**config.mk**
```make
export PLATFORM = sky130hd
export DESIGN_NAME = fine_grained_read_trap
export DESIGN_NICKNAME = d
export VERILOG_FILES = /design/src/include/fgrt_pkg.sv /design/src/include/fgrt_cfg_if.sv /design/src/logic/fgrt_decide.sv /design/src/logic/fine_grained_read_trap.sv
export VERILOG_INCLUDE_DIRS = /design/src /design/src/include
export SDC_FILE = /design/constraint.sdc
export NUM_CORES = 1
export LEC_CHECK = 0
export BUFFER_PORTS_ARGS = -buffer_cell sky130_fd_sc_hd__buf_4
export CORE_MARGIN = 4
export CORE_UTILIZATION = 30
export CTS_CLUSTER_SIZE = 12
export DETAILED_ROUTE_END_ITERATION = 6
export GPL_ROUTABILITY_DRIVEN = 0
export MAX_ROUTING_LAYER = met4
export PLACE_DENSITY = 0.5
export SYNTH_ARGS = -nofsm -noshare
export SYNTH_HDL_FRONTEND = slang
export SYNTH_HIERARCHICAL = 1
export SYNTH_SLANG_ARGS = --single-unit
```
**constraint.sdc**
```tcl
create_clock -name clk_i -period 4.7 [get_ports clk_i]
set_input_delay 0.47 -clock clk_i [delete_from_list [all_inputs] [get_ports clk_i]]
set_output_delay 0.47 -clock clk_i [all_outputs]
set_load 0.05 [all_outputs]
```
**src/include/fgrt_map.svh**
```systemverilog
`ifndef FGRT_MAP_SVH
`define FGRT_MAP_SVH
// ============================================================
// Register map and field positions.
`define FGRT_ADDR_CTRL_LO   4'h0
`define FGRT_ADDR_CTRL_HI   4'h4
`define FGRT_ADDR_CONFIG    4'h8
`define FGRT_ADDR_STATUS    4'hC
`define FGRT_BIT_TP2        55
`define FGRT_BIT_SPRI       54
`define FGRT_BIT_ACCD       50
`define FGRT_BIT_ERADDR     49
`define FGRT_BIT_PFCDN      48
`define FGRT_BIT_PFCTL      47
`define FGRT_BIT_PFFEAT     46
`define FGRT_BIT_ERMISC     45
`define FGRT_BIT_ERSTAT     44
`define FGRT_BIT_ERCTL      43
`define FGRT_BIT_ERFEAT     42
`define FGRT_BIT_ERSEL      41
`define FGRT_BIT_ERIDENT    40
`define FGRT_SYNDROME_CLASS 6'h18
`define FGRT_RESET_HI       32'h0000_0000
`define FGRT_CFG_HYP_IMPL   0
`define FGRT_CFG_HYP_EN     1
`define FGRT_CFG_MON_IMPL   2
`define FGRT_CFG_MON_FGT    3
`define FGRT_CFG_HOST_MODE  4
`define FGRT_CFG_TRAP_GEN   5
`endif

```
**src/include/fgrt_pkg.sv**
```systemverilog
`default_nettype none
// ============================================================
// Types shared by the trap unit.
package fgrt_pkg;
  typedef enum logic [3:0] {
    LVL_USER   = 4'h1,
    LVL_KERNEL = 4'h2,
    LVL_HYP    = 4'h4,
    LVL_MON    = 4'h8
  } level_e;
  typedef enum logic [3:0] {
    SR_TP2    = 4'h0,
    SR_SPRI   = 4'h1,
    SR_ACCD   = 4'h2,
    SR_ERADDR = 4'h3,
    SR_PFCDN  = 4'h4,
    SR_PFCTL  = 4'h5,
    SR_PFFEAT = 4'h6,
    SR_ERMISC = 4'h7,
    SR_ERSTAT = 4'h8,
    SR_ERCTL  = 4'h9,
    SR_ERFEAT = 4'hA,
    SR_ERSEL  = 4'hB,
    SR_ERID   = 4'hC,
    SR_OTHER  = 4'hF
  } sysreg_e;
endpackage : fgrt_pkg
`default_nettype wire

```
**src/include/fgrt_cfg_if.sv**
```systemverilog
`default_nettype none
// ============================================================
// Trap state handed from the register file to the decision logic.
interface fgrt_cfg_if;
  logic [63:0] ctrl;
  logic        hyp_impl;
  logic        hyp_en;
  logic        mon_impl;
  logic        mon_fgt;
  logic        host_mode;
  logic        trap_gen;
  modport regs (output ctrl, hyp_impl, hyp_en, mon_impl, mon_fgt, host_mode, trap_gen);
  modport dec  (input  ctrl, hyp_impl, hyp_en, mon_impl, mon_fgt, host_mode, trap_gen);
endinterface : fgrt_cfg_if
`default_nettype wire

```
**src/logic/fgrt_decide.sv**
```systemverilog
`include "fgrt_map.svh"
`default_nettype none
// ============================================================
// Combinational trap decision for one read request.
module fgrt_decide (
  fgrt_cfg_if.dec               cfg,
  input  wire fgrt_pkg::level_e  level_i,
  input  wire fgrt_pkg::sysreg_e reg_i,
  input  wire logic              higher_exc_i,
  output logic                   trap_o
);
  import fgrt_pkg::*;
  logic gate;
  logic sel;
  logic kern;
  always_comb begin
    kern = (level_i == LVL_KERNEL);
    gate = cfg.hyp_impl && cfg.hyp_en && (!cfg.mon_impl || cfg.mon_fgt); // [RQ3]
    unique case (reg_i)
      SR_TP2:    sel = !cfg.ctrl[`FGRT_BIT_TP2] && (kern || level_i == LVL_USER)
                       && !(cfg.host_mode && cfg.trap_gen); // [RQ5]
      SR_SPRI:   sel = kern && !cfg.ctrl[`FGRT_BIT_SPRI]; // [RQ6]
      SR_ACCD:   sel = kern && !cfg.ctrl[`FGRT_BIT_ACCD]; // [RQ7]
      SR_ERADDR: sel = kern && cfg.ctrl[`FGRT_BIT_ERADDR]; // [RQ9]
      SR_PFCDN:  sel = kern && cfg.ctrl[`FGRT_BIT_PFCDN]; // [RQ10]
      SR_PFCTL:  sel = kern && cfg.ctrl[`FGRT_BIT_PFCTL]; // [RQ11]
      SR_PFFEAT: sel = kern && cfg.ctrl[`FGRT_BIT_PFFEAT]; // [RQ12]
      SR_ERMISC: sel = kern && cfg.ctrl[`FGRT_BIT_ERMISC]; // [RQ13]
      SR_ERSTAT: sel = kern && cfg.ctrl[`FGRT_BIT_ERSTAT]; // [RQ14]
      SR_ERCTL:  sel = kern && cfg.ctrl[`FGRT_BIT_ERCTL]; // [RQ15]
      SR_ERFEAT: sel = kern && cfg.ctrl[`FGRT_BIT_ERFEAT]; // [RQ16]
      SR_ERSEL:  sel = kern && cfg.ctrl[`FGRT_BIT_ERSEL]; // [RQ17]
      SR_ERID:   sel = kern && cfg.ctrl[`FGRT_BIT_ERIDENT]; // [RQ18]
      default:   sel = 1'b0;
    endcase
    trap_o = gate && sel && !higher_exc_i; // [RQ4]
  end
endmodule : fgrt_decide
`default_nettype wire

```
**src/logic/fine_grained_read_trap.sv**
```systemverilog
`include "fgrt_map.svh"
`default_nettype none
// ============================================================
// Fine-grained read trap: control register, Wishbone slave and decision.
// Overview of operation
// RQ1: Register exists only with fine-trap feature; without it trap_o stays low but trap_class_o still reports 0x18.
// RQ2: Register is 64 bits, fixed positions.
// RQ3: Trap needs hypervisor enabled and monitor gate.
// RQ4: Trap reports class 0x18; higher exception wins.
// RQ5: Bit 55 low traps thread-pointer-2 reads.
// RQ6: Bit 54 low traps streaming-priority reads.
// RQ7: Bit 50 low traps accelerator-data reads.
// RQ8: Active-low bits reset to zero always.
// RQ9: Bit 49 high traps error address reads.
// RQ10: Bit 48 high traps countdown reads.
// RQ11: Bit 47 high traps pseudo-fault control reads.
// RQ12: Bit 46 high traps pseudo-fault feature reads.
// RQ13: Bit 45 traps misc registers zero-three.
// RQ14: Bit 44 high traps error status reads.
// RQ15: Bit 43 high traps error control reads.
// RQ16: Bit 42 high traps error feature reads.
// RQ17: Bit 41 high traps record select reads.
// RQ18: Bit 40 high traps record ident reads.
// RQ19: Error bits reserved-zero when no records.
// RQ20: Error bits reset zero without monitor level.
// RQ21: Reserved and unsupported bits read zero.
module fine_grained_read_trap #(
  parameter bit         FINE_TRAP_FEATURE  = 1'b1,
  parameter bit         MATRIX_FEATURE     = 1'b1,
  parameter bit         ACCEL_STORE_FEATURE = 1'b1,
  parameter bit         RELIABILITY_FEATURE = 1'b1,
  parameter bit         RELIABILITY_V11    = 1'b1,
  parameter bit         MONITOR_IMPL       = 1'b1,
  parameter bit         ERR_REGS_ABSENT    = 1'b0,
  parameter logic [15:0] RECORD_COUNT      = 16'h0001,
  parameter logic [31:0] UNKNOWN_RESET_HI  = 32'h0000_0000
) (
  input  wire  logic              clk_i,
  input  wire  logic              rst_i,
  input  wire  logic              cyc_i,
  input  wire  logic              stb_i,
  input  wire  logic              we_i,
  input  wire  logic [3:0]        adr_i,
  input  wire  logic [3:0]        sel_i,
  input  wire  logic [31:0]       dat_i,
  output logic [31:0]             dat_o,
  output logic                    ack_o,
  output logic                    err_o,
  input  wire  logic              req_valid_i,
  input  wire  fgrt_pkg::level_e  req_level_i,
  input  wire  fgrt_pkg::sysreg_e req_reg_i,
  input  wire  logic              req_higher_exc_i,
  output logic                    trap_o,
  output logic [5:0]              trap_class_o,
  output fgrt_pkg::sysreg_e       trap_reg_o
);
  import fgrt_pkg::*;

  // ============================================================
  // Which control bits are implemented.
  localparam logic ERR_AVAIL = RELIABILITY_FEATURE
                               && !(ERR_REGS_ABSENT && RECORD_COUNT == 16'h0000); // [RQ19]
  localparam logic [31:0] BIT_MASK_HI =
      ({31'h0, MATRIX_FEATURE}      << (`FGRT_BIT_TP2 - 32))
    | ({31'h0, MATRIX_FEATURE}      << (`FGRT_BIT_SPRI - 32))
    | ({31'h0, ACCEL_STORE_FEATURE} << (`FGRT_BIT_ACCD - 32))
    | ({31'h0, ERR_AVAIL}           << (`FGRT_BIT_ERADDR - 32))
    | ({31'h0, ERR_AVAIL && RELIABILITY_V11} << (`FGRT_BIT_PFCDN - 32))
    | ({31'h0, ERR_AVAIL && RELIABILITY_V11} << (`FGRT_BIT_PFCTL - 32))
    | ({31'h0, ERR_AVAIL} << (`FGRT_BIT_PFFEAT - 32))
    | ({31'h0, ERR_AVAIL} << (`FGRT_BIT_ERMISC - 32))
    | ({31'h0, ERR_AVAIL} << (`FGRT_BIT_ERSTAT - 32))
    | ({31'h0, ERR_AVAIL} << (`FGRT_BIT_ERCTL - 32))
    | ({31'h0, ERR_AVAIL} << (`FGRT_BIT_ERFEAT - 32))
    | ({31'h0, ERR_AVAIL} << (`FGRT_BIT_ERSEL - 32))
    | ({31'h0, ERR_AVAIL} << (`FGRT_BIT_ERIDENT - 32)); // [RQ21]
  localparam logic [31:0] ERR_FIELD_HI = 32'h0003_FF00;
  // Error-record bits take the unknown value only when a monitor level exists.
  localparam logic [31:0] RESET_HI = MONITOR_IMPL ?
      ((`FGRT_RESET_HI & ~ERR_FIELD_HI) | (UNKNOWN_RESET_HI & ERR_FIELD_HI) | 32'h0)
    : `FGRT_RESET_HI; // [RQ20]

  // ============================================================
  // Register state.
  logic [31:0] ctrl_hi_r;
  logic [5:0]  cfg_r;
  logic [31:0] trap_count_r;
  logic        ack_r;
  logic        err_r;
  logic [31:0] dat_r;
  logic        trap_r;
  logic [5:0]  class_r;
  sysreg_e     treg_r;
  logic        hit;
  logic        wr;
  logic        rd;
  logic        valid_adr;
  logic [31:0] wmask;
  logic        trap_now;
  logic [31:0] rdata;

  fgrt_cfg_if cfg_bus ();

  assign hit       = cyc_i && stb_i && !ack_r && !err_r;
  assign valid_adr = FINE_TRAP_FEATURE
                     || (adr_i != `FGRT_ADDR_CTRL_LO && adr_i != `FGRT_ADDR_CTRL_HI); // [RQ1]
  assign wr        = hit && we_i && valid_adr;
  assign rd        = hit && !we_i && valid_adr;
  assign wmask     = {{8{sel_i[3]}}, {8{sel_i[2]}}, {8{sel_i[1]}}, {8{sel_i[0]}}};

  // ============================================================
  // Control register; the low word is outside this unit and reads zero.
  always_ff @(posedge clk_i) begin
    if (rst_i) begin
      ctrl_hi_r <= RESET_HI & BIT_MASK_HI; // [RQ8]
    end else if (wr && adr_i == `FGRT_ADDR_CTRL_HI) begin
      ctrl_hi_r <= ((ctrl_hi_r & ~wmask) | (dat_i & wmask)) & BIT_MASK_HI; // [RQ21]
    end
  end

  always_ff @(posedge clk_i) begin
    if (rst_i) begin
      cfg_r <= 6'h00;
    end else if (wr && adr_i == `FGRT_ADDR_CONFIG && sel_i[0]) begin
      cfg_r <= dat_i[5:0];
    end
  end

  assign cfg_bus.ctrl      = {ctrl_hi_r, 32'h0000_0000}; // [RQ2]
  assign cfg_bus.hyp_impl  = cfg_r[`FGRT_CFG_HYP_IMPL];
  assign cfg_bus.hyp_en    = cfg_r[`FGRT_CFG_HYP_EN];
  assign cfg_bus.mon_impl  = MONITOR_IMPL && cfg_r[`FGRT_CFG_MON_IMPL];
  assign cfg_bus.mon_fgt   = cfg_r[`FGRT_CFG_MON_FGT];
  assign cfg_bus.host_mode = cfg_r[`FGRT_CFG_HOST_MODE];
  assign cfg_bus.trap_gen  = cfg_r[`FGRT_CFG_TRAP_GEN];

  // ============================================================
  // Trap decision and reported syndrome.
  fgrt_decide u_decide (
    .cfg          (cfg_bus),
    .level_i      (req_level_i),
    .reg_i        (req_reg_i),
    .higher_exc_i (req_higher_exc_i),
    .trap_o       (trap_now)
  );

  always_ff @(posedge clk_i) begin
    if (rst_i) begin
      trap_r  <= 1'b0;
      class_r <= 6'h00;
      treg_r  <= SR_OTHER;
    end else begin
      trap_r  <= req_valid_i && trap_now && FINE_TRAP_FEATURE;
      class_r <= (req_valid_i && trap_now) ? `FGRT_SYNDROME_CLASS : 6'h00; // [RQ4]
      treg_r  <= req_valid_i ? req_reg_i : SR_OTHER;
    end
  end

  always_ff @(posedge clk_i) begin
    if (rst_i) begin
      trap_count_r <= 32'h0000_0000;
    end else if (wr && adr_i == `FGRT_ADDR_STATUS) begin
      trap_count_r <= 32'h0000_0000;
    end else if (trap_r) begin
      trap_count_r <= trap_count_r + 32'h0000_0001;
    end
  end

  // ============================================================
  // Wishbone answer: one cycle after the request; unmapped gives err.
  always_comb begin
    unique case (adr_i)
      `FGRT_ADDR_CTRL_HI: rdata = ctrl_hi_r;
      `FGRT_ADDR_CONFIG:  rdata = {26'h0, cfg_r};
      `FGRT_ADDR_STATUS:  rdata = trap_count_r;
      default:            rdata = 32'h0000_0000;
    endcase
  end

  always_ff @(posedge clk_i) begin
    if (rst_i) begin
      ack_r <= 1'b0;
      err_r <= 1'b0;
      dat_r <= 32'h0000_0000;
    end else begin
      ack_r <= hit && valid_adr && adr_i[1:0] == 2'b00 && adr_i <= `FGRT_ADDR_STATUS;
      err_r <= hit && !(valid_adr && adr_i[1:0] == 2'b00); // [RQ1]
      dat_r <= rd ? rdata : 32'h0000_0000;
    end
  end

  assign ack_o        = ack_r;
  assign err_o        = err_r;
  assign dat_o        = dat_r;
  assign trap_o       = trap_r;
  assign trap_class_o = class_r;
  assign trap_reg_o   = treg_r;
endmodule : fine_grained_read_trap
`default_nettype wire

```
==> results of run 1 <==
Yosys cell counts, drive strengths merged:
cell type | n | area [um^2]
nor3 | 5 | 25.0
nor3b | 1 | 7.51
or2 | 1 | 6.26
dfxtp | 90 | 1800
nor2 | 54 | 205
a21oi | 19 | 95.1
and4bb | 2 | 25.0
a2111oi | 1 | 15.0
and4 | 4 | 40.0
clkbuf | 9 | 33.8
conb | 1 | 3.75
or3 | 8 | 50.1
nand2 | 18 | 67.6
o31ai | 12 | 90.1
nand3b | 2 | 15.0
mux2i | 22 | 220
a22oi | 19 | 143
nand3 | 7 | 35.0
o2bb2ai | 1 | 8.76
o211ai | 2 | 15.0
a211oi | 2 | 20.0
nor4 | 1 | 6.26
buf | 18 | 148
nand2b | 5 | 31.3
xnor2 | 6 | 52.6
or4 | 12 | 90.1
a31o | 2 | 17.5
nor2b | 3 | 26.3
a31oi | 1 | 6.26
a21bo | 1 | 10.0
and3 | 6 | 40.0
and2 | 16 | 100
xor2 | 7 | 61.3
a32oi | 1 | 8.76
o21ai | 11 | 55.1
ha | 1 | 12.5
nor4b | 3 | 56.3
nand4 | 13 | 124
inv | 5 | 18.8
logic make-up after synthesis:
family	after synthesis
AO/OA/AOI/OAI	72
XOR/XNOR	13
adder cells (fa/ha/maj)	1
buffers and inverters	32
flip-flops	90
multiplexers	22
other	1
AND/OR/NAND/NOR	161
metal layers:
layer  GRT usage  vias up
li1            -     1531
met1       0.175     1453
met2       0.209       61
met3      0.0276       14
met4      0.0588        0
met5           -        -
power breakdown:
part,switching (W),total (W),internal (W)
Combinational,0.0000447,0.0000779,0.0000332
Clock,0.000294,0.000734,0.000440
Sequential,0.000000845,0.000766,0.000765
Total,0.000339,0.00158,0.00124
per-stage QoR:
stage                     total power, W  cell area, um^2  std cells
after floorplan                 0.000827             3800        395
after global placement          0.000860             4440        618
after detailed placement        0.000861             4440        618
after CTS                        0.00160             4750        634
after global routing             0.00164             4750        634
final                            0.00158             4750        634
layout make-up:
cell class	count	area (um^2)	area share
tap	168	210	0.0443
sequential	90	1800	0.379
inverter	5	18.8	0.00395
multi-input combinational	273	1800	0.378
clock inverter	4	50.0	0.0105
clock buffer	12	256	0.0540
timing repair buffer	82	616	0.130
worst register-to-register path: stages (launching register included):
cell,delay (ns)
dfxtp_1,0.54
and4_1,0.48
nand4_4,0.27
or4_1,0.53
a21oi_1,0.14
worst max path at each step:
stage | startpoint | endpoint | slack (ns) | depth (start not counted)
finish | adr_i[1] | trap_count_r[7] | 2.60 | 5
global route | adr_i[1] | trap_count_r[9] | 2.40 | 5
CTS | adr_i[1] | trap_count_r[7] | 2.59 | 5
detailed placement | adr_i[1] | trap_count_r[7] | 2.22 | 5
global placement | adr_i[1] | trap_count_r[12] | 2.28 | 5
floorplan | trap_class_o[3] | trap_count_r[21] | 2.74 | 5
==> summary.md, run 1 <==
| Metric | Value |
|---|---|
| Outcome | finished clean |
| PortBufs | 81 |
| CTS tree | yes |
| Skew-Pair Late Insertion Delay | 0.34 ns |
| Reg2Reg Depth | 4 |
| Fin. Hold Viols | 0 |
| Leakage | 1.90 nW |
| Hold EP | ack_o |
| DRT antenna net count | 0 |
| Die Span Y | 120 um |
| Die footprint | 14500 um^2 |
| Crit path DAT | 2.30 ns |
| Final HPWL DP | 6.87 mm |
| CTS resizes | 0 |
| Routed wl met3 | 336 um |
| Vias in the first global route | 2972 |
| Die W | 120 um |
| Setup violators final | 0 |
| P&R area growth vs syn | 25.4% |
| CTS hold repair buffers | 0 |
| Hold slack | 0.358 ns |
| Hold depth | 2 |
| Initial antenna violation count | 0 |
| Netlist cell types | 51 |
| Synth Cell Area | 3790 um^2 |
| TritonRoute pass-1 iters | 4 |
| RSZ-0062 raised after global routing | false |
| Setup TNS Final | 0 ns |
| Core Box Area | 12200 um^2 |
| Synthesis Warnings | 6 |
| Avg Vias per Cell | 4.82 |
| WP buf/inv | 1 |
| Via count | 3059 |
| Worst slew margin | 0.398 |
| Top cell by count, worst path | nor2_1 |
| Post-Synth Adder-Cell Area | 0.00330 |
| Root Buffer | clkbuf_16 |
| Setup CP Type | in2reg |
| Ports | 100 |
| Worst reg2reg setup slack | 2.67 ns |
| Clk slew on worst S/H paths | 0.06 ns |
| Final core occ | 0.391 |
| Fmax | 476 MHz |
| CTS H-tree lvls | 3 |
| DRC viols | 0 |
| Top delay family on crit path | simple AND/OR/NAND/NOR gates |
| Clk buf depth | 2 |
| CTS Sinks | 90 |
| Slowest cell on the critical path | a31o_2 |
| Mux contribution to synthesized area | 0.0581 |
| Hold Startpoint | adr_i[0] |
| Worst setup margin | 2.60 ns |
| Total Wirelength | 9.39 mm |
| Drt first-iter violations | 126 |
| Worst path cell trace | buf_4 > nor2_1 > and3_1 > a31o_2 > nor2_1 |
| Sequential area share after synthesis | 0.476 |
| Cells after synthesis | 392 |
| Fin crit period | 2.10 ns |
| Commonest non-fill, non-tap cell in the layout | dfxtp_1 |
| MaxCap Viol Count | 0 |
| Synth Register Bits | 90 |
| Tcrit/Tclk final | 0.447 |
| Initial Util | 0.311 |
| WL met2 | 4.40 mm |
| Worst-margin pin slew | 0.900 ns |
| DR WL/cell | 14.8 um |
| Compound-Gate Fraction of Synth Area | 0.128 |
| Simple-gate share of the synthesized area | 0.251 |
| Commonest cells after routing, fill and taps aside | dfxtp_1 (90), buf_4 (82), nor2_1 (53) |
| Total CTS buffers | 9 |
| Post-CTS setup repair buffer count | 0 |
| RR Startpoint | trap_class_o[3] |
| CP Max Fanout | 32 |
| Clock Skews | 0.00589 ns |
| Row cnt | 40 |
| Worst min path class | in2reg |
| Syn_area_per_cell | 9.66 um^2 |
| Maximum vdd drop | 0.156 mV |
| Pre-CTS WS | 2.22 ns |
| WP data required | 4.90 ns |
| CP Launch Type | input port |
| Critical path endpoint category | flip-flop |
| CP max stage delay | 0.73 ns |
| Pin count of the biggest net entering global routing | 33 |
| Top Metal Used | met4 |
| Layout cells sized above 1 | 0.245 |
| Final nets | 517 |
| Worst R2R End | trap_count_r[31] |
| Combinational family with the most area after synthesis | simple AND/OR/NAND/NOR gates |
| XOR/XNOR Fraction of Synth Area | 0.0301 |
| Layout fillers | 1203 |
| Pwr dens | 332 nW/um^2 |
| Met1 Wirelength | 4.49 mm |
| All-layer global routing usage | 0.136 |
| Max-slew violation count | 0 |
| Wire length of the first global-routing pass | 15.2 mm |
| Antenna Cells | 0 |
| GR Overflow Total | 0 |
(Power assumes the default switching activity.)
==> run 2, diff against run 1 <==
--- a/config.mk
+++ b/config.mk
@@ -6,6 +6,7 @@
 export SDC_FILE = /design/constraint.sdc
 export NUM_CORES = 1
 export LEC_CHECK = 0
+export ABC_AREA = 1
 export BUFFER_PORTS_ARGS = -buffer_cell sky130_fd_sc_hd__buf_4
 export CORE_MARGIN = 4
 export CORE_UTILIZATION = 30
@@ -13,7 +14,7 @@
 export DETAILED_ROUTE_END_ITERATION = 6
 export GPL_ROUTABILITY_DRIVEN = 0
 export MAX_ROUTING_LAYER = met4
-export PLACE_DENSITY = 0.5
+export PLACE_DENSITY = 0.51
 export SYNTH_ARGS = -nofsm -noshare
 export SYNTH_HDL_FRONTEND = slang
 export SYNTH_HIERARCHICAL = 1
==> constraint.sdc (replaced) <==
create_clock -name clk_i -period 1.9 [get_ports clk_i]
set_input_delay 0.19 -clock clk_i [delete_from_list [all_inputs] [get_ports clk_i]]
set_output_delay 0.19 -clock clk_i [all_outputs]
set_load 0.05 [all_outputs]
==> run 2 against run 1 <==
  * Clock-buffer cell count is the same
  * Clock power grew to 2.8 times the previous value
  * Wire length grew 26%
  * Largest power group is now the clock network
==> summary.md, run 2 <==
| Metric | Value |
|---|---|
| Outcome | finished clean |
| Via count | 4141 (+35%) |
| CP Max Fanout | 11 (-66%) |
| PortBufs | 81 (unchanged) |
| Leakage | 2.36 nW (+24%) |
| TritonRoute pass-1 iters | 4 (unchanged) |
| P&R area growth vs syn | 24.2% |
| Avg Vias per Cell | 4.52 (-6.3%) |
| Clock power frac | 0.489 (+0.024) |
| Synth Register Bits | 90 (unchanged) |
| Clk slew on worst S/H paths | 0.06 ns (about the same) |
| Layout fillers | 1564 (+30%) |
| CTS tree | yes |
| Synth cell count leaders | nand2_1 (167), nor2_1 (119), dfxtp_1 (90), inv_1 (70), nand3_1 (41) |
| RSZ-0062 raised after global routing | false |
| WP data required | 2.16 ns (-2.74 ns) |
| CTS Sinks | 90 (unchanged) |
| CTS H-tree lvls | 3 (unchanged) |
| Cells after synthesis | 648 (+65%) |
| Post-synth EDFFs | 0 (unchanged) |
| Yosys top cell area share | 0.403 (-0.0726) |
| DRC viols | 0 (unchanged) |
| Crit path DAT | 1.80 ns (-0.50 ns) |
| Commonest non-fill, non-tap cell in the layout | nand2_1 |
| Initial antenna violation count | 0 (unchanged) |
| Max-slew violation count | 0 (unchanged) |
| Worst reg2reg setup slack | 0.36 ns (-2.31 ns) |
| Sw Pwr | 0.000887 W (+160%) |
| Ports | 100 (unchanged) |
| Setup CP Type | reg2reg |
| Setup violators final | 0 (unchanged) |
| Skew-Pair Late Insertion Delay | 0.35 ns (about the same) |
| Post-CTS setup repair buffer count | 0 (unchanged) |
| Synth Cell Area | 4470 um^2 (+18%) |
| Commonest cells after routing, fill and taps aside | nand2_1 (167), nor2_1 (119), dfxtp_1 (90) |
| Critical path endpoint category | flip-flop |
| CP Launch Type | flip-flop |
| Synth Flop Type | dfxtp_1 |
| Setup TNS Final | 0 ns (unchanged) |
| Total CTS buffers | 9 (unchanged) |
| Maximum vdd drop | 0.440 mV (+180%) |
| Initial Util | 0.306 (-0.00507) |
| Synthesis Warnings | 6 (unchanged) |
| DRT antenna net count | 0 (unchanged) |
| Fin. Hold Viols | 0 (unchanged) |
| Root Buffer | clkbuf_16 |
| Asr flop ratio synth | 0 (unchanged) |
| Worst min path class | in2reg |
| Antenna Cells | 0 (unchanged) |
| Pin count of the biggest net entering global routing | 22 (-33%) |
| Fmax | 650 MHz |
| Reg power frac | 0.451 (-0.034) |
| Total power | 0.00420 W (+170%) |
| Netlist cell types | 36 (-29%) |
| Most common cell in the synthesized netlist | nand2_1 |
| Final nets | 783 (+51%) |
| Layout cells sized above 1 | 0.202 (-0.0424) |
| DR WL/cell | 12.9 um (-13%) |
| Pwr dens | 757 nW/um^2 (+130%) |
| Tcrit/Tclk final | 0.810 |
| Fin crit period | 1.54 ns |
| GR Overflow Total | 0 (unchanged) |
| Placed insts | 900 (+46%) |
| Vias in the first global route | 4108 (+38%) |
| Clk buf depth | 2 (unchanged) |
| All-layer global routing usage | 0.153 (+0.0167) |
| Synth area leader | dfxtp_1 |
| Final HPWL DP | 9.38 mm (+37%) |
| Synth area leaders | dfxtp_1 (40%), nand2_1 (14%), nor2_1 (10%), inv_1 (5.9%), nand3_1 (4.6%) |
| Sequential area share after synthesis | 0.403 (-0.0726) |
| Die Span Y | 130 um (+8.1%) |
| Sw Ratio | 0.211 (-0.00399) |
| CTS hold repair buffers | 0 (unchanged) |
| CTS resizes | 0 (unchanged) |
| MaxCap Viol Count | 0 (unchanged) |
| Clock Skews | 0.00829 ns (+0.00241 ns) |
| Total Wirelength | 11.8 mm (+26%) |
| Wire length of the first global-routing pass | 19.7 mm (+29%) |
| Syn_area_per_cell | 6.90 um^2 (-29%) |
| Logic gate share of total power | 0.060 (+0.011) |
| Die W | 130 um (+8.1%) |
| Internal power | 0.00332 W (+170%) |
| Post-Layout Cell Count | 916 (+44%) |
| Core Box Area | 14600 um^2 (+20%) |
| Die footprint | 16900 um^2 (+17%) |
| Drt first-iter violations | 234 (+86%) |
| Row cnt | 44 (+10%) |
run 2: final timing paths:
check / from / endpoint / depth (start not counted)
max: ack_o / dat_o[8] / 6
min: rst_i / trap_class_o[3] / 2
max reg2reg: ack_o / dat_o[8] / 6
min reg2reg: trap_count_r[31] / dat_o[31] / 2
run 2: final cells by class:
class                           instances  area (um^2)  area share
Clock buffer                           12          246      0.0444
Clock inverter                          4         98.8      0.0178
Inverter                               76          285      0.0514
Multi-Input combinational cell        463         2240       0.403
Sequential cell                        90         1800       0.324
Tap cell                              184          230      0.0415
Timing Repair Buffer                   87          653       0.118
run 2: metal layers:
| metal | part of all wire | track usage | up-vias |
|---|---|---|---|
| li1 | - | - | 2175 |
| met1 | 0.46 | 0.191 | 1838 |
| met2 | 0.47 | 0.244 | 109 |
| met3 | 0.046 | 0.0315 | 19 |
| met4 | 0.019 | 0.0550 | 0 |
| met5 | 0 | - | - |
run 2: critical path, stage by stage, from the launching register on:
cell and delay (ns):
dfxtp_1 0.34, nor3_4 0.23, nand2_1 0.15, nor2_4 0.18, buf_4 0.21, o21ai_0 0.13, a21oi_1 0.21
run 2: per-stage QoR:
step	hold WS [ns]	instance area [um^2]	setup WS, ns	utilization
CTS	0.0491	5550	0.361	0.381
finish	0.0550	5550	0.361	0.381
detailed placement	0.429	5210	0.373	0.357
floorplan	0.262	4480	0.277	-
global route	0.0615	5550	0.195	0.381
global placement	0.425	5210	0.409	0.357
run 2: power groups by stage:
stage	registers, W	clock network (W)	logic [W]
2_1_floorplan	0.00195	0	0.000144
3_3_place_gp	0.00194	0	0.000252
3_5_place_dp	0.00194	0	0.000256
4_1_cts	0.00190	0.00212	0.000256
5_1_grt	0.00189	0.00219	0.000278
6_report	0.00190	0.00205	0.000253
run 2: logic make-up (layout without fill, tap and decap cells):
| group | count (synthesis) | count (layout) | synth area share |
|---|---|---|---|
| buffers and inverters | 98 | 179 | 0.0988 |
| adders and majority gates | 1 | 1 | 0.00280 |
| xor gates and xnor gates | 4 | 4 | 0.00784 |
| other | 1 | 4 | 0.000839 |
| and+or+nand+nor | 417 | 417 | 0.441 |
| DFF | 90 | 90 | 0.403 |
| AOI/OAI and AO/OA | 37 | 37 | 0.0456 |
==> run 3, diff against run 2 <==
==> constraint.sdc (replaced) <==
create_clock -name clk_i -period 1.4 [get_ports clk_i]
set_input_delay 0.14 -clock clk_i [delete_from_list [all_inputs] [get_ports clk_i]]
set_output_delay 0.14 -clock clk_i [all_outputs]
set_load 0.05 [all_outputs]
==> run 3 against run 2 <==
  * Combinational power rose by 46%
  * Wire length rose by 2.7%
  * Worst setup slack got worse by 0.34 ns
  * Maximum frequency rose by 11%
  * Critical path depth did not move
  * Sequential power rose by 35%
  * Core utilization rose by 3.6 points
  * Cell count rose by 3.7%
  * Critical path type unchanged
  * Highest routed layer unchanged
==> summary.md, run 3 (same netlist as run 2, synthesis figures left out) <==
| Metric | Value |
|---|---|
| Commonest non-fill, non-tap cell in the layout | nand2_1 |
| Die W | 130 um (unchanged) |
| CTS Sinks | 90 (unchanged) |
| Slowest cell on the critical path | dfxtp_2 |
| Drt first-iter violations | 180 (-23%) |
| All-layer global routing usage | 0.152 (-0.00117) |
| Ports | 100 (unchanged) |
| Critical path endpoint category | flip-flop |
| Commonest cells after routing, fill and taps aside | nand2_1 (160), buf_4 (112), nor2_1 (106) |
| TritonRoute pass-1 iters | 4 (unchanged) |
| Final HPWL DP | 9.45 mm (+0.73%) |
| Worst setup margin | 0.0168 ns (-0.344 ns) |
| Initial antenna violation count | 0 (unchanged) |
| Top delay family on crit path | simple AND/OR/NAND/NOR gates |
| GR Overflow Total | 0 (unchanged) |
| CP max stage delay | 0.34 ns (about the same) |
| Outcome | finished clean |
| Via count | 4268 (+3.1%) |
| Clock Skews | 0.00973 ns (+0.00144 ns) |
| Tcrit/Tclk final | 0.988 (+0.178) |
| Routing usage on met2 | 0.247 (+0.00241) |
| CP Launch Type | flip-flop |
| Crit path DAT | 1.62 ns (-0.18 ns) |
| Pin count of the biggest net entering global routing | 21 (-4.5%) |
| Avg Vias per Cell | 4.49 (-0.62%) |
| P&R area growth vs syn | 36.1% |
| Clk slew on worst S/H paths | 0.06 ns (about the same) |
| Setup CP Type | reg2reg |
| Pwr dens | 998 nW/um^2 (+32%) |
| Row cnt | 44 (unchanged) |
| Placed insts | 926 (+2.9%) |
| Vias in the first global route | 4073 (-0.85%) |
| Total CTS buffers | 9 (unchanged) |
| Post-Layout Cell Count | 950 (+3.7%) |
| Worst path cell trace | nor3_4 > nand2_4 > nor2_2 > nand3b_1 > nand2_1 > nor2_1 |
| CP Max Fanout | 8 (-3) |
| Fin. Hold Viols | 0 (unchanged) |
| MaxCap Viol Count | 0 (unchanged) |
| Max-slew violation count | 0 (unchanged) |
| Initial Util | 0.306 (unchanged) |
| Fin crit period | 1.38 ns (-0.156 ns) |
| Clk buf depth | 2 (unchanged) |
| Wire length of the first global-routing pass | 19.7 mm (about the same) |
| Core Box Area | 14600 um^2 (unchanged) |
| Root Buffer | clkbuf_16 |
| WP buf/inv | 0 (-1) |
| M3 GR Usage | 0.0332 (+0.00164) |
| Pre-CTS WS | 0.00901 ns (-0.364 ns) |
| RSZ-0062 raised after global routing | true |
| Global route hottest layer | met2 |
| Fmax | 723 MHz (+11%) |
| Setup violators final | 0 (unchanged) |
| Final nets | 817 (+4.3%) |
| Total Wirelength | 12.1 mm (+2.7%) |
| CTS H-tree lvls | 3 (unchanged) |
| Die Span Y | 130 um (unchanged) |
| Antenna Cells | 0 (unchanged) |
| Die footprint | 16900 um^2 (unchanged) |
| DRC viols | 0 (unchanged) |
| Skew-Pair Late Insertion Delay | 0.35 ns (about the same) |
| Met1 Use GR | 0.188 (-0.00286) |
| DRT antenna net count | 0 (unchanged) |
| DR WL/cell | 12.8 um (-1.0%) |
| CTS tree | yes |
| Worst min path class | in2reg |
| WP data required | 1.64 ns (-0.52 ns) |
| Maximum vdd drop | 0.749 mV (+70%) |
| PortBufs | 81 (unchanged) |
| Layout cells sized above 1 | 0.303 (+0.101) |
| Leakage | 2.63 nW (+11%) |
run 3: cell types whose count changed in the layout (fill, tap and decap cells not counted), moves of 7 or more:
cell	before	now
nor2_2	11	20
buf_4	87	112
dfxtp_1	90	69
dfxtp_2	0	18
nand2_1	167	160
nor2_1	119	106
run 3: repair_timing:
| item | CTS | global route |
|---|---|---|
| buffers inserted | 0 | 6 |
| pin swaps | 0 | 14 |
| endpoints found under the hold margin | 1 | 0 |
| resized for setup | 2 | 57 |
| cloned | 0 | 1 |
| hold buffers | 1 | 0 |
| setup endpoints to repair | 3 | 66 |
run 3: per-stage QoR:
step                utilization  TNS (ns)  total power [W]  cell area (um^2)  hold slack (ns)
detailed placement        0.374         0          0.00300              5460            0.352
finish                    0.417         0          0.00607              6080           0.0337
global route              0.417     -1.36          0.00629              6080           0.0436
global placement          0.374         0          0.00299              5460            0.357
CTS                       0.402         0          0.00616              5870           0.0154
floorplan                     -   -0.0196          0.00285              4490            0.204
run 3: final timing paths:
| kind | start | end | slack (ns) | cells after the start |
|---|---|---|---|---|
| max reg2reg | ack_o | flip-flop | 0.02 | 6 |
| max | ack_o | flip-flop | 0.02 | 6 |
| min reg2reg | trap_count_r[31] | dat_o[31] | 0.48 | 2 |
| min | req_valid_i | trap_class_o[3] | 0.03 | 3 |
run 3: per-layer routing:
layer  wire length (um)  up-vias  share of wire
met5                  0        -              0
met4                157        0          0.013
met3                470       12          0.039
met2               5960       88           0.49
met1               5530     1922           0.46
li1                   -     2246              -
run 3: layout make-up:
| type | count | area [um^2] |
|---|---|---|
| Clock buffer | 9 | 225 |
| Clock inverter | 7 | 164 |
| Fill cell | 1524 | 8510 |
| Inverter | 76 | 289 |
| Multi-Input combinational cell | 464 | 2370 |
| Sequential cell | 90 | 1840 |
| Tap cell | 184 | 230 |
| Timing Repair Buffer | 120 | 965 |
run 3: worst register-to-register path: cells and delay by family (launching register included):
kind	cells	cell delay, ns
flops	1	0.34
simple gates	6	0.94
run 3: power by group:
part	switching (W)	internal (W)	total (W)
registers	0.00000484	0.00256	0.00257
logic	0.000217	0.000153	0.000370
clock network	0.00103	0.00211	0.00313
total	0.00125	0.00482	0.00607
